--- config.mk ---
export PLATFORM = sky130hd
export DESIGN_NAME = tsr_limit_regs
export DESIGN_NICKNAME = d
export VERILOG_FILES = /design/src/tsr_pkg.sv /design/src/tsr_limit_regs.sv
export SDC_FILE = /design/constraint.sdc
export NUM_CORES = 1
export LEC_CHECK = 0
export BUFFER_PORTS_ARGS = -buffer_cell sky130_fd_sc_hd__buf_2
export CELL_PAD_IN_SITES_DETAIL_PLACEMENT = 2
export CELL_PAD_IN_SITES_GLOBAL_PLACEMENT = 2
export CORE_ASPECT_RATIO = 1.1
export CORE_MARGIN = 3
export CORE_UTILIZATION = 39
export DETAILED_ROUTE_END_ITERATION = 6
export PLACE_DENSITY_LB_ADDON = 0.1
export SLEW_MARGIN = 25
export SYNTH_ARGS = -nofsm -noshare
export SYNTH_HDL_FRONTEND = slang
export SYNTH_SLANG_ARGS = --single-unit
export TNS_END_PERCENT = 100
--- constraint.sdc ---
create_clock -name CORE_CLK_I -period 4 [get_ports CORE_CLK_I]
set_clock_uncertainty 0.2 [all_clocks]
set_input_delay 0.4 -clock CORE_CLK_I [delete_from_list [all_inputs] [get_ports CORE_CLK_I]]
set_output_delay 0.4 -clock CORE_CLK_I [all_outputs]
set_load 0.05 [all_outputs]
--- src/tsr_pkg.sv ---
//------------------------------------------------------------
// shared constants of the limit / user-word register bank
//------------------------------------------------------------
package tsr_pkg;

    //--------------------------------------------------------
    // widths
    //--------------------------------------------------------
    localparam int DATA_W    = 32;   // avalon data width
    localparam int REG_W     = 16;   // width of every register
    localparam int ADDR_W    = 6;    // byte address, 16 words
    localparam int IDX_W     = 4;    // register index width
    localparam int LIMIT_W   = 14;   // threshold field width
    localparam int LIMIT_LSB = 2;    // threshold field position
    localparam int NV_WORDS  = 8;    // number of user words
    localparam int BE_W      = 4;    // byte enables per word
    localparam int UNLOCK_BIT = 0;   // position in temp result

    //--------------------------------------------------------
    // register indices (byte address is four times these)
    //--------------------------------------------------------
    localparam logic [IDX_W-1:0] IDX_ALERT1_LOW  = 4'h3;
    localparam logic [IDX_W-1:0] IDX_ALERT2_HIGH = 4'h4;
    localparam logic [IDX_W-1:0] IDX_ALERT2_LOW  = 4'h5;
    localparam logic [IDX_W-1:0] IDX_NV_FIRST    = 4'h6;
    localparam logic [IDX_W-1:0] IDX_NV_LAST     = 4'hd;
    localparam logic [IDX_W-1:0] IDX_DIE_IDENTIFICATION      = 4'hf;

    //--------------------------------------------------------
    // reset values
    //--------------------------------------------------------
    localparam logic [LIMIT_W-1:0] RST_ALERT1_LOW  = 14'h2000;
    localparam logic [LIMIT_W-1:0] RST_ALERT2_HIGH = 14'h1fff;
    localparam logic [LIMIT_W-1:0] RST_ALERT2_LOW  = 14'h2000;
    localparam logic [REG_W-1:0]   RST_NV_WORD     = 16'h0000;

    // whole-register images after reset
    localparam logic [REG_W-1:0] IMG_ALERT1_LOW  = 16'h8000;
    localparam logic [REG_W-1:0] IMG_ALERT2_HIGH = 16'h7ffc;
    localparam logic [REG_W-1:0] IMG_ALERT2_LOW  = 16'h8000;

    // value is arbitrary, stands in for the die code
    localparam logic [REG_W-1:0] DIE_IDENTIFICATION_DEFAULT  = 16'h5a3c;

    //--------------------------------------------------------
    // bus handshake states
    //--------------------------------------------------------
    typedef enum logic {
        TSR_IDLE,
        TSR_ANSWER
    } tsr_bus_st_t;

endpackage

--- src/tsr_limit_regs.sv ---
`timescale 1ns/1ps
`default_nettype none

module tsr_limit_regs #(
    parameter logic [15:0] DIE_IDENTIFICATION = tsr_pkg::DIE_IDENTIFICATION_DEFAULT
) (
    input  wire logic                          CORE_CLK_I,
    input  wire logic                          SYS_RST_I,
    input  wire logic                          CE_I,
    input  wire logic [tsr_pkg::ADDR_W-1:0]    AVS_ADDRESS_I,
    input  wire logic                          AVS_READ_I,
    input  wire logic                          AVS_WRITE_I,
    input  wire logic [tsr_pkg::DATA_W-1:0]    AVS_WRITEDATA_I,
    input  wire logic [tsr_pkg::BE_W-1:0]      AVS_BYTEENABLE_I,
    output logic      [tsr_pkg::DATA_W-1:0]    AVS_READDATA_O,
    output logic                               AVS_WAITREQUEST_O,
    input  wire logic [tsr_pkg::REG_W-1:0]     TEMP_RESULT_I,
    output logic      [tsr_pkg::LIMIT_W-1:0]   ALERT1_LOW_O,
    output logic      [tsr_pkg::LIMIT_W-1:0]   ALERT2_HIGH_O,
    output logic      [tsr_pkg::LIMIT_W-1:0]   ALERT2_LOW_O
);
    import tsr_pkg::*;

    //--------------------------------------------------------
    // state
    //--------------------------------------------------------
    typedef struct packed {
        tsr_bus_st_t                           bus;
        logic [DATA_W-1:0]                     rdata;
        logic [LIMIT_W-1:0]                    alert1_low;
        logic [LIMIT_W-1:0]                    alert2_high;
        logic [LIMIT_W-1:0]                    alert2_low;
        logic [NV_WORDS-1:0][REG_W-1:0]        nv;
    } tsr_state_t;

    localparam tsr_state_t RST_STATE = '{
        bus:         TSR_IDLE,
        rdata:       '0,
        alert1_low:  RST_ALERT1_LOW,
        alert2_high: RST_ALERT2_HIGH,
        alert2_low:  RST_ALERT2_LOW,
        nv:          {NV_WORDS{RST_NV_WORD}}
    };

    tsr_state_t                    st_reg;
    tsr_state_t                    st_next;
    logic [IDX_W-1:0]              idx;
    logic                          req;
    logic                          write_go;
    logic                          unlock;
    logic [REG_W-1:0]              rd_word;
    logic [NV_WORDS-1:0][REG_W-1:0] nv_next;

    //--------------------------------------------------------
    // helpers
    //--------------------------------------------------------
    // merge the two low byte lanes into a 16-bit register
    function automatic logic [REG_W-1:0] merge16(
        input logic [REG_W-1:0]  old,
        input logic [DATA_W-1:0] wd,
        input logic [BE_W-1:0]   be
    );
        logic [REG_W-1:0] res;
        res = old;
        if (be[0]) begin
            res[7:0] = wd[7:0];
        end
        if (be[1]) begin
            res[15:8] = wd[15:8];
        end
        return res;
    endfunction

    // lanes 2 and 3 carry nothing: the upper half reads zero
    assign idx      = AVS_ADDRESS_I[ADDR_W-1:2];
    assign req      = AVS_READ_I | AVS_WRITE_I;
    assign write_go = (st_reg.bus == TSR_ANSWER) & AVS_WRITE_I;
    assign unlock   = TEMP_RESULT_I[UNLOCK_BIT];

    //--------------------------------------------------------
    // read multiplexer
    //--------------------------------------------------------
    // unmapped indices (0h-2h, Eh) answer zero
    always_comb begin
        rd_word = '0;
        case (idx)
            IDX_ALERT1_LOW:  rd_word = {st_reg.alert1_low, 2'b00};
            IDX_ALERT2_HIGH: rd_word = {st_reg.alert2_high, 2'b00};
            IDX_ALERT2_LOW:  rd_word = {st_reg.alert2_low, 2'b00};
            IDX_DIE_IDENTIFICATION:      rd_word = DIE_IDENTIFICATION;
            default: begin
                if (idx >= IDX_NV_FIRST && idx <= IDX_NV_LAST) begin
                    rd_word = st_reg.nv[3'(idx - IDX_NV_FIRST)];
                end
            end
        endcase
    end

    //--------------------------------------------------------
    // user word write gating, one slice per word
    //--------------------------------------------------------
    // the host gets no sign of a dropped write; it must read back
    genvar gi;
    generate
        for (gi = 0; gi < NV_WORDS; gi++) begin : g_nv
            logic hit;
            assign hit = (idx == 4'(IDX_NV_FIRST + gi));
            assign nv_next[gi] = (write_go && hit && unlock)
                               ? merge16(st_reg.nv[gi], AVS_WRITEDATA_I, AVS_BYTEENABLE_I)
                               : st_reg.nv[gi];
        end
    endgenerate

    //--------------------------------------------------------
    // next state
    //--------------------------------------------------------
    // one wait cycle lets the read mux settle into a flop
    always_comb begin
        logic [REG_W-1:0] m;
        m = '0;
        st_next = st_reg;
        st_next.nv = nv_next;
        case (st_reg.bus)
            TSR_IDLE: begin
                if (req) begin
                    st_next.bus = TSR_ANSWER;
                    if (AVS_READ_I) begin
                        st_next.rdata = {16'h0000, rd_word};
                    end
                end
            end
            TSR_ANSWER: begin
                st_next.bus = TSR_IDLE;
                if (write_go) begin
                    case (idx)
                        IDX_ALERT1_LOW: begin
                            m = merge16({st_reg.alert1_low, 2'b00},
                                        AVS_WRITEDATA_I, AVS_BYTEENABLE_I);
                            st_next.alert1_low = m[15:2];
                        end
                        IDX_ALERT2_HIGH: begin
                            m = merge16({st_reg.alert2_high, 2'b00},
                                        AVS_WRITEDATA_I, AVS_BYTEENABLE_I);
                            st_next.alert2_high = m[15:2];
                        end
                        IDX_ALERT2_LOW: begin
                            m = merge16({st_reg.alert2_low, 2'b00},
                                        AVS_WRITEDATA_I, AVS_BYTEENABLE_I);
                            st_next.alert2_low = m[15:2];
                        end
                        // die_identification and unmapped words keep no write
                        default: begin
                            m = '0;
                        end
                    endcase
                end
            end
            default: begin
                st_next.bus = TSR_IDLE;
            end
        endcase
    end

    //--------------------------------------------------------
    // state register
    //--------------------------------------------------------
    // reset acts even with the enable low, so a frozen core still resets
    always_ff @(posedge CORE_CLK_I) begin
        if (SYS_RST_I) begin
            st_reg <= RST_STATE;
        end else if (CE_I) begin
            st_reg <= st_next;
        end
    end

    //--------------------------------------------------------
    // outputs
    //--------------------------------------------------------
    // waitrequest stays high while frozen, so no write is lost
    assign AVS_WAITREQUEST_O = !((st_reg.bus == TSR_ANSWER) && CE_I);
    assign AVS_READDATA_O    = st_reg.rdata;
    assign ALERT1_LOW_O      = st_reg.alert1_low;
    assign ALERT2_HIGH_O     = st_reg.alert2_high;
    assign ALERT2_LOW_O      = st_reg.alert2_low;

    logic ans;
    logic full_be;
    assign ans     = (st_reg.bus == TSR_ANSWER);
    assign full_be = (AVS_BYTEENABLE_I[1:0] == 2'b11);
endmodule

`default_nettype wire

==> impl_summary.md, run 1 <==
Run status
The run finished with clean final reports.

STA
In the finished design, the share of the clock period the worst path needs comes to 60.9%. The measured slew at the worst slew-check pin is roughly 0.89 ns. The count of final max-slew check failures was 0.

Setup repair after global routing left no endpoint under its margin. In this run the tightest slew margin relative to its limit is between 40% and 50%. Based on the critical path, the design can be clocked at up to around 410 MHz. Summed over all failing endpoints, the final setup total negative slack is 0 ns. The final hold violation count was 0. Setup violations remaining at the end of the flow were counted as 0. The post-layout minimum cycle time is 2.44 ns.

Logic synthesis
Counting flops with an async set or reset pin after synthesis yields a share of 0%. The count of unique library cells instantiated by Yosys is between 40 and 50. The synthesized design contains about 190 register bits. By area the synthesized netlist is led by sky130_fd_sc_hd__dfxtp_1, sky130_fd_sc_hd__mux2i_1, sky130_fd_sc_hd__nor2_1. The count of flip-flops with a built-in enable after synthesis is 0.

In the post-synthesis netlist, the cell with the most instances is sky130_fd_sc_hd__mux2i_1. The mapped netlist covers approximately 9100 um^2. The number of standard cells after synthesis is 911. Of the post-synthesis cell area, the dominant cell type holds between 40% and 50%. The most used flip-flop cell after synthesis is sky130_fd_sc_hd__dfxtp_1. Ranked by instance count, the synthesized netlist is headed by sky130_fd_sc_hd__mux2i_1, sky130_fd_sc_hd__dfxtp_1, sky130_fd_sc_hd__nor2_1. The largest area contributor in the synthesized netlist is sky130_fd_sc_hd__dfxtp_1. The Yosys step of the flow raised 0 warnings. After synthesis, the mean cell area works out to just under 10 um^2. The sequential fraction of the synthesis area is about two fifths.

CTS
In this run the number of H-tree levels came out at 4. The buffer levels on the longest clock path is 2. Clock tree synthesis selected as its root buffer the cell sky130_fd_sc_hd__clkbuf_16. For this design, the sink count on the clock tree is about 190.

TritonCTS built the clock tree. The count of hold buffers inserted by post-cts repair is 0. The number of setup buffers added after CTS is 0.

The number of buffers created by CTS is 17. Clock-pin slew was measured on the worst setup and hold paths at 0.08 ns. Gates resized during post-CTS repair numbered 0. The source-to-sink clock delay at the later pin of the worst-skew pair is around 0.43 ns.

Routing
The number of vias per cell is about 5.4. The average wire per standard cell is between 20 and 25 um. The final layout contains routed wiring with a total length of approximately 27 mm. The count of unresolved DRC violations after routing is 0. The total number of vias is 6480. The total iterations of the first detailed-routing run is 4. The detail route stage leaves a number of antenna-violating nets equal to 0. The initial detailed-routing violation count is about 300.

Place
Routability-driven placement finished with a final weighted congestion of roughly 0.76. The half-perimeter wire length after detailed placement is approximately 18 mm. The number of buffers added on ports is 86.

Min path
The number of stages on the worst hold path is 3. The source of the worst hold timing path is CE_I. The min-delay analysis places its worst path in the category in2reg. The worst hold endpoint is ans.

Power
The register share of total power is a little under 50%. Summed over all nets, the switching power comes to between 0.001 and 0.0015 W. The cell-internal power is 0.00286 W. The worst ir drop on vdd is approximately 250 uV.

The proportion of power drawn by the clock network is between 40% and 50%. The switching power as a share of total power is a little over a quarter. Per report_power, the combinational group accounts for under 10% of the total. The analysis attributes to cell leakage a power of roughly 4.7 nW. The power density relative to cell area is 406 nW/um^2.

Global route
The total overflow reported by the global router is 0. The number of global-route vias before repair came to a little over 7000. The all-layer global routing usage is ~22%. The maximum number of pins on one net before global-route repair is 98. The wire length of the first global-routing pass is around 42 mm. The initial antenna violation count is 0.

Die
The die span in y is 166 um. The horizontal die dimension is ~150 um. The number of I/O pins is approximately 140.

For this configuration, the core starts out at a cell density of ~40%. The area of the die is approximately 25000 um^2. The standard cell core area is 22500 um^2.

The placement row count is 57.

Layout
From synthesis to final layout, the design area changed by 6.12%. In the final layout, the share of cells above drive strength 1 is about 20%. For this run, the post-layout net count is 955. The number of diodes added for antenna fixing is 0.

Measured on the finished design, the core utilization comes to between 40 and 50%. The flip-flop count of the largest register after layout is ~130.

Critical path
The startpoint identified for the worst register-to-register timing path is ans. The reg-to-reg setup timing slack is about 1.6 ns. In this run the worst path has a maximum fanout of 16. The required time at the worst-slack endpoint is a little over 4 ns. The worst setup path is of the in2reg kind.

The worst setup path is captured at a flop. The critical register-to-register path endpoint is st_reg[31]. At the worst endpoint, the arrival time is ~2.6 ns.

The critical path launch point type is an input pin. The number of cells on the worst reg-to-reg path is 4.

Run
The max-cap violation count is 0.
layout by cell type, fill, tap and decap left out, types with 16 or more instances in the layout:
cell type / count
sky130_fd_sc_hd__nor2_1: 176
sky130_fd_sc_hd__buf_2: 84
sky130_fd_sc_hd__mux2i_1: 189
sky130_fd_sc_hd__conb_1: 16
sky130_fd_sc_hd__a22oi_1: 29
sky130_fd_sc_hd__clkbuf_16: 17
sky130_fd_sc_hd__dfxtp_1: 187
sky130_fd_sc_hd__nand2_1: 20
stage by stage:
step	area [um^2]	hold slack [ns]	total power (W)	std cells	setup slack, ns
6_report	9610	0.116	0.00390	1200	1.56
3_3_place_gp	9020	0.261	0.00224	1168	1.17
2_1_floorplan	9110	0.249	0.00220	926	2.20
5_1_grt	9610	0.119	0.00405	1200	1.36
4_1_cts	9610	0.0922	0.00394	1200	1.53
3_5_place_dp	9020	0.271	0.00225	1168	1.06
kinds of logic (layout without fill, tap and decap cells):
kind of cell | after synthesis | in the layout | share of synthesized area [%]
xor gates and xnor gates | 1 | 1 | 0.180
muxes | 213 | 213 | 25.0
buffers and inverters | 163 | 142 | 11.5
AOI/OAI and AO/OA | 89 | 89 | 7.75
DFF | 187 | 187 | 41.3
other | 1 | 16 | 0.0414
and+or+nand+nor | 257 | 257 | 14.2
worst max-delay path by stage:
stage                     start               end  depth (start not counted)
2_1_floorplan  AVS_ADDRESS_I[5]  ALERT2_LOW_O[13]                          6
3_3_place_gp   AVS_ADDRESS_I[4]        st_reg[20]                          5
3_5_place_dp   AVS_ADDRESS_I[4]  ALERT2_HIGH_O[3]                          4
4_1_cts        AVS_ADDRESS_I[4]  ALERT2_HIGH_O[5]                          4
5_1_grt        AVS_ADDRESS_I[4]  ALERT2_HIGH_O[1]                          4
6_report       AVS_ADDRESS_I[4]  ALERT2_HIGH_O[3]                          4
cell type report:
cell class              instances  area [um^2]
well taps                     295          369
clock buffers                  19          453
inverters                      15         56.3
clock inverters                13          133
flip-flops and latches        187         3740
fillers                      2388        12900
repair buffers                 95          528
multi-input cells             576         4330
per-layer routing:
metal / global-route usage (%) / vias up / share of wire, %
met5: 0 / - / 0
met4: 4.61 / 0 / 0.87
met3: 2.92 / 18 / 2.7
met2: 36.0 / 92 / 49
met1: 29.6 / 3334 / 48
li1: - / 3036 / -
power by group through the flow:
stage / combinational (W) / clock, W / sequential [W]
final: 0.000329 / 0.00169 / 0.00188
after global routing: 0.000352 / 0.00181 / 0.00188
after CTS: 0.000331 / 0.00173 / 0.00188
after detailed placement: 0.000330 / 0 / 0.00192
after floorplan: 0.000280 / 0 / 0.00192
after global placement: 0.000319 / 0 / 0.00192
critical path, stage by stage:
cell and delay, ns:
sky130_fd_sc_hd__buf_2 0.37, sky130_fd_sc_hd__nor2b_1 0.69, sky130_fd_sc_hd__nand3_1 0.64, sky130_fd_sc_hd__a211o_1 0.46
Note: power is estimated with default switching activity, not from simulation.
==> run 2, diff against run 1 <==
--- a/config.mk
+++ b/config.mk
@@ -10,7 +10,7 @@
 export CELL_PAD_IN_SITES_GLOBAL_PLACEMENT = 2
 export CORE_ASPECT_RATIO = 1.1
 export CORE_MARGIN = 3
-export CORE_UTILIZATION = 39
+export CORE_UTILIZATION = 36
 export DETAILED_ROUTE_END_ITERATION = 6
 export PLACE_DENSITY_LB_ADDON = 0.1
 export SLEW_MARGIN = 25
==> constraint.sdc (replaced) <==
create_clock -name CORE_CLK_I -period 2.55 [get_ports CORE_CLK_I]
set_clock_uncertainty 0.2 [all_clocks]
set_input_delay 0.255 -clock CORE_CLK_I [delete_from_list [all_inputs] [get_ports CORE_CLK_I]]
set_output_delay 0.255 -clock CORE_CLK_I [all_outputs]
set_load 0.05 [all_outputs]
==> run 2 against run 1 <==
Non-clock buffer count up 29. First-iteration DRC count decreased by 12%. Via count increased by 2.2%. Die area rose by 8.0%. Power increased by 56%. Design area is 2.4% higher. Register-to-register slack lost 1.3 ns. Clock power is 53% higher. Cell count rose by 3.6%. Critical path depth up 2.
==> impl_summary.md, run 2 (synthesized netlist as in run 1, its figures left out) <==
Layout
The synthesis-to-finish area growth is 8.69%. The footprint of the multi-input gates is 4340 um^2 (+0.20%). The register area is 3740 um^2 (unchanged).

The final layout net count is 984 (+3.0%). The fraction of final layout cells sized beyond drive strength 1 was 21.2% (+1.7 points). The number of fillers in the final layout is 2649 (+11%). In the layout the commonest cells are sky130_fd_sc_hd__mux2i_1, sky130_fd_sc_hd__dfxtp_1, sky130_fd_sc_hd__nor2_1. The flip-flop count of the largest register after layout was 128 (unchanged). The number of diodes added for antenna fixing is 0 (unchanged). The library cell used most frequently in the layout, excluding fill and tap cells, is sky130_fd_sc_hd__mux2i_1.

STA
Setup repair after global routing left no endpoint under its margin. The final setup TNS is 0 ns (unchanged). The final critical path takes up between 90% and 100% of the cycle. The count of final setup violators is 0 (unchanged). The post-layout minimum cycle time is approximately 2.4 ns. The count of final max-slew check failures came to 0 (unchanged). The worst hold slack across all endpoints is 0.0262 ns (-0.0895 ns). The relative slew slack is 50.4% (+10 points).

Based on the critical path, the design can be clocked at up to roughly 420 MHz. The measured slew at the worst slew-check pin came to 0.744 ns (-0.148 ns). The final hold violation count was 0 (unchanged).

Die
The placement row count is 60 (+5.3%). The initial core utilization was 36.8% (-3.5 points). The standard cell core area is 24600 um^2 (+9.6%). The die span in y is 172 um (+3.9%). The number of I/O pins is 138 (unchanged). The horizontal die dimension is 157 um (+3.9%). The area of the die was 27100 um^2 (+8.0%).

Routing
The average wire per standard cell was 21.8 um (-1.9%). The number of vias per cell is 5.33 (-1.3%). The count of unresolved DRC violations after routing is 0 (unchanged).

The post-detailed-routing wire length was 27.1 mm (+1.6%). The total number of vias came to 6624 (+2.2%). The number of routed nets with antenna violations is 0 (unchanged).

The total iterations of the first detailed-routing run was 6 (+2). The initial detailed-routing violation count is 260 (-12%).

CTS
The number of buffers created by CTS is 17 (unchanged). The clock transition time at the flip-flop clock pins of the worst setup and hold paths is 0.08 ns (about the same). The source-to-sink clock delay at the later pin of the worst-skew pair was 0.44 ns (about the same). The tree is rooted in a sky130_fd_sc_hd__clkbuf_16. The buffer levels on the longest clock path is 2 (unchanged).

The number of clock sinks seen by CTS is 187 (unchanged). The number of buffers added for setup after CTS was 0 (unchanged). The number of H-tree levels is 4 (unchanged). The clock tree from TritonCTS is done.

Critical path
The required time at the worst-slack endpoint was 2.64 ns (-1.49 ns). The critical path endpoint category is a flop. The setup path with the least slack is of type in2reg. STA classifies the critical path startpoint as an input pin.

The critical path data arrival time was 2.45 ns (-0.11 ns). The top fanout value on the critical path was 11 (-5).

Min path
The worst hold path belongs to the class in2reg.

Power
The static leakage is 4.81 nW (+2.7%). The power density relative to cell area is 618 nW/um^2 (+52%). The worst ir drop on vdd is 345 uV (+41%).

Global route
The total overflow reported by the global router came to 0 (unchanged). The maximum number of pins on one net before global-route repair is 66 (-33%). The number of global-route vias before repair is 7223 (+1.3%).

The all-layer global routing usage is 20.0% (-1.5 points). The wire length of the first global-routing pass is 42.0 mm (-0.13%). The initial antenna violation count came to 0 (unchanged).

Place
The half-perimeter wire length after detailed placement came to 18.7 mm (+3.1%). The final RePlAce weighted congestion came to 0.752 (-1.6%). The number of buffers added on ports came to 86 (unchanged).

Run status
The flow ran to the end, and the final reports show no timing, DRC or antenna violations.

Run
The max-cap violation count is 0 (unchanged).
-- run 2: changes by cell type in the layout (fill, tap and decap cells not counted), sizes merged --
cell	change
buf	+22
dlygate4sd3	+7
clkinvlp	-3
inv	+3
clkbuf	-2
clkinv	+2
bufinv	-1
-- run 2: timing repair --
| action | 4_1_cts | 5_1_grt |
|---|---|---|
| endpoints found under the hold margin | 20 | 0 |
| gates resized for setup | 0 | 1 |
| endpoints found under the setup margin | 0 | 1 |
| hold buffers | 7 | 0 |
-- run 2: path summary, 6_finish.rpt --
| check | cells past startpoint | slack (ns) | from | end |
|---|---|---|---|---|
| max | 6 | 0.19 | CE_I | st_reg[118] |
| min | 3 | 0.03 | AVS_WRITEDATA_I[15] | ALERT1_LOW_O[13] |
| max reg2reg | 4 | 0.31 | ans | st_reg[118] |
| min reg2reg | 2 | 0.29 | ALERT1_LOW_O[8] | ALERT1_LOW_O[8] |
-- run 2: area by class of cell --
class                   count  area share, %
clock inverters            14           1.32
clock buffers              17           4.32
well taps                 310           3.94
inverters                  15          0.572
flip-flops and latches    187           38.0
repair buffers            124           7.75
multi-input cells         576           44.1
-- run 2: through the flow --
| stage | power (W) | utilization (%) | setup slack [ns] | area (um^2) | instances |
|---|---|---|---|---|---|
| global placement | 0.00354 | 37.4 | 0.247 | 9210 | 1205 |
| floorplan | 0.00345 | - | 0.899 | 9110 | 926 |
| finish | 0.00609 | 40.0 | 0.194 | 9840 | 1243 |
| detailed placement | 0.00356 | 37.4 | 0.171 | 9210 | 1205 |
| global route | 0.00630 | 40.0 | 0.110 | 9840 | 1243 |
| CTS | 0.00615 | 39.9 | 0.117 | 9830 | 1243 |
-- run 2: per-layer routing --
layer	part of all wire [%]	vias up	track usage, %
met3	2.7	19	2.18
met5	0	-	0
met4	1.3	0	5.13
li1	-	3089	-
met2	49	108	34.8
met1	47	3408	26.6
-- run 2: power by group --
group / switching (W) / internal (W) / total, W
Combinational: 0.000398 / 0.000150 / 0.000549
Clock: 0.00130 / 0.00129 / 0.00259
Sequential: 0.0000117 / 0.00294 / 0.00295
-- run 2: critical path: stages --
cell and delay, ns:
sky130_fd_sc_hd__dlygate4sd3_1 0.53, sky130_fd_sc_hd__buf_2 0.15, sky130_fd_sc_hd__and4_1 0.66, sky130_fd_sc_hd__nand3_2 0.50
sky130_fd_sc_hd__mux2i_1 0.29, sky130_fd_sc_hd__nor2_1 0.06
==> run 3, diff against run 2 <==
--- a/config.mk
+++ b/config.mk
@@ -5,12 +5,13 @@
 export SDC_FILE = /design/constraint.sdc
 export NUM_CORES = 1
 export LEC_CHECK = 0
-export BUFFER_PORTS_ARGS = -buffer_cell sky130_fd_sc_hd__buf_2
+export BUFFER_PORTS_ARGS = -buffer_cell sky130_fd_sc_hd__buf_4
 export CELL_PAD_IN_SITES_DETAIL_PLACEMENT = 2
 export CELL_PAD_IN_SITES_GLOBAL_PLACEMENT = 2
 export CORE_ASPECT_RATIO = 1.1
 export CORE_MARGIN = 3
-export CORE_UTILIZATION = 36
+export CORE_UTILIZATION = 37
+export CTS_BUF_LIST = sky130_fd_sc_hd__clkbuf_2
 export DETAILED_ROUTE_END_ITERATION = 6
 export PLACE_DENSITY_LB_ADDON = 0.1
 export SLEW_MARGIN = 25
==> run 3 against run 2 <==
Design area rose by 0.71%. Non-clock buffer count grew 18. Clock power decreased by 42%. Sequential share of layout area decreased by 0.27 points. Wire length fell by 0.88%. Setup slack lost 0.069 ns. Flip-flop and latch count stayed put. Largest cell class unchanged. Critical path depth down 1.
==> impl_summary.md, run 3 (synthesized netlist as in run 1, its figures left out) <==
Critical path
The class of the most critical setup path is reg2reg. The critical path data arrival time is 2.95 ns (+0.50 ns). The number of cells on the worst reg-to-reg path is 5 (+1). The reg-to-reg setup timing slack was 0.12 ns (-0.19 ns).

The critical register-to-register path endpoint is ALERT1_LOW_O[11]. The required time at the worst-slack endpoint was 3.07 ns (+0.43 ns). The top fanout value on the critical path is 10 (-1). The critical path launch point type is a flop. The worst setup path is captured at a flop.

In this run the critical register-to-register path is launched from ans.

STA
The final setup TNS is 0 ns (unchanged). The highest attainable clock frequency is 412 MHz (-2.9%). The count of final setup violators is 0 (unchanged). Setup repair after global routing left no endpoint under its margin. The count of final max-slew check failures is 0 (unchanged). The setup slack after layout came to 0.125 ns (-0.0692 ns).

The final hold violation count was 0 (unchanged). The post-layout minimum cycle time is 2.43 ns (+0.0692 ns). The final clock period utilization by the worst path is 95.1% (+2.7 points). The relative slew slack is 49.6% (-0.81 points). The measured slew at the worst slew-check pin is 0.757 ns (+0.0121 ns).

Layout
The flip-flop count of the largest register after layout is 128 (unchanged). The fraction of final layout cells sized beyond drive strength 1 is 20.5% (-0.74 points). Relative to the synthesized area, the layout overhead comes to 9.46%. The final layout net count came to 1002 (+1.8%). In the layout the commonest cells are sky130_fd_sc_hd__mux2i_1, sky130_fd_sc_hd__dfxtp_1, sky130_fd_sc_hd__nor2_1. The final design area excluding fillers is 9910 um^2 (+0.71%).

The count of non-filler cells in the finished layout is 1259 (+1.3%). The commonest non-fill, non-tap cell in the layout is sky130_fd_sc_hd__mux2i_1.

CTS
The number of clock sinks seen by CTS is 187 (unchanged). The buffer levels on the longest clock path was 2 (unchanged). The buffer cell driving the clock tree root is sky130_fd_sc_hd__clkbuf_2. The number of gates given a new drive strength after cts is 0 (unchanged).

The source-to-sink clock delay at the later pin of the worst-skew pair is 0.75 ns (+0.31 ns). The number of H-tree levels is 4 (unchanged). The number of buffers created by CTS came to 17 (unchanged). The clock tree from TritonCTS is done.

The clock transition time at the flip-flop clock pins of the worst setup and hold paths is 0.30 ns (+0.22 ns).

Min path
The min-delay analysis places its worst path in the category in2reg. The number of stages on the worst hold path is 4 (+1). The worst hold path begins at AVS_WRITEDATA_I[1]. The worst hold endpoint is st_reg[49].

Global route
The global-route met1 utilization was 27.6% (+1.0 points). The wire length of the first global-routing pass is 41.8 mm (-0.43%). The met3 usage in global routing is 3.33% (+1.2 points). The initial antenna violation count is 1 (+1). met2 is the most crowded layer. The maximum number of pins on one net before global-route repair is 63 (-4.5%). The total overflow reported by the global router is 0 (unchanged).

The all-layer global routing usage is 20.3% (+0.25 points). The number of global-route vias before repair came to 7188 (-0.48%). The met2 usage in global routing is 34.2% (-0.57 points).

Die
The area of the die came to 26400 um^2 (-2.6%). The standard cell core area came to 23800 um^2 (-3.2%). The die span in y is 170 um (-1.3%). The placement row count is 59 (-1.7%). The horizontal die dimension came to 155 um (-1.3%). The number of I/O pins was 138 (unchanged). The initial core utilization came to 38.0% (+1.2 points).

Place
The worst setup timing slack at the placement stage is 0.177 ns (+0.00634 ns). The total cell area at the placement stage came to 9400 um^2 (+2.1%). The number of buffers added on ports was 86 (unchanged).

The instance count after placement with tap cells included came to 1197 (-0.66%). The half-perimeter wire length after detailed placement is 18.7 mm (+0.37%). The final RePlAce weighted congestion is 0.758 (+0.81%).

Run
The max-cap violation count came to 0 (unchanged).

Power
The static leakage was 4.82 nW (about the same). The worst ir drop on vdd is 278 uV (-19%). The total power draw is 0.00505 W (-17%).

The power density relative to cell area is 509 nW/um^2 (-18%).

Routing
The number of vias per cell was 5.23 (-1.9%). The number of routed nets with antenna violations was 0 (unchanged). The count of unresolved DRC violations after routing is 0 (unchanged). The post-detailed-routing wire length is 26.9 mm (-0.88%). The total iterations of the first detailed-routing run is 4 (-2). The initial detailed-routing violation count is 236 (-9.2%). The average wire per standard cell came to 21.3 um (-2.1%).

The total number of vias is 6581 (-0.65%).

Run status
The run finished with clean final reports.
[run 3: repair_timing]
action                                  CTS  global route
buffers inserted                          0             0
hold endpoints to repair                187             0
hold buffers                             28             0
endpoints found under the setup margin    0             0
[run 3: worst max-delay path, stage by stage (launching register included)]
cell and delay [ns]:
sky130_fd_sc_hd__dfxtp_1 0.46, sky130_fd_sc_hd__and4_1 0.53, sky130_fd_sc_hd__and2_1 0.40, sky130_fd_sc_hd__nand2_1 0.10
sky130_fd_sc_hd__a21oi_1 0.15, sky130_fd_sc_hd__dlygate4sd3_1 0.58
[run 3: routing by layer]
metal	wire, um	share of wire, %
met5	0	0
met4	285	1.1
met3	821	3.1
met2	13000	48
met1	12700	47
[run 3: worst max-delay path by stage]
stage | cells after the start | slack (ns) | endpoint | start
2_1_floorplan | 6 | 0.90 | ALERT2_LOW_O[13] | AVS_ADDRESS_I[5]
3_3_place_gp | 6 | 0.26 | st_reg[58] | AVS_ADDRESS_I[2]
3_5_place_dp | 6 | 0.18 | st_reg[56] | AVS_ADDRESS_I[2]
4_1_cts | 5 | 0.17 | ALERT1_LOW_O[6] | ans
5_1_grt | 5 | 0.03 | ALERT1_LOW_O[11] | ans
6_report | 5 | 0.12 | ALERT1_LOW_O[11] | ans
[run 3: stage by stage]
| step | utilization [%] | hold slack [ns] |
|---|---|---|
| global route | 41.6 | 0.0233 |
| CTS | 41.6 | 0.0540 |
| detailed placement | 39.4 | 0.282 |
| floorplan | - | 0.173 |
| global placement | 39.4 | 0.271 |
| finish | 41.6 | 0.151 |
[run 3: power by group]
part	internal, W	switching (W)
Clock	0.000375	0.00111
Sequential	0.00295	0.0000124
Combinational	0.000194	0.000399
[run 3: area by class of cell]
type	count	area, um^2
Antenna cell	2	5.00
Clock buffer	17	85.1
Clock inverter	15	140
Fill cell	2538	13900
Inverter	15	56.3
Multi-Input combinational cell	576	4330
Sequential cell	187	3740
Tap cell	305	382
Timing Repair Buffer	142	1170
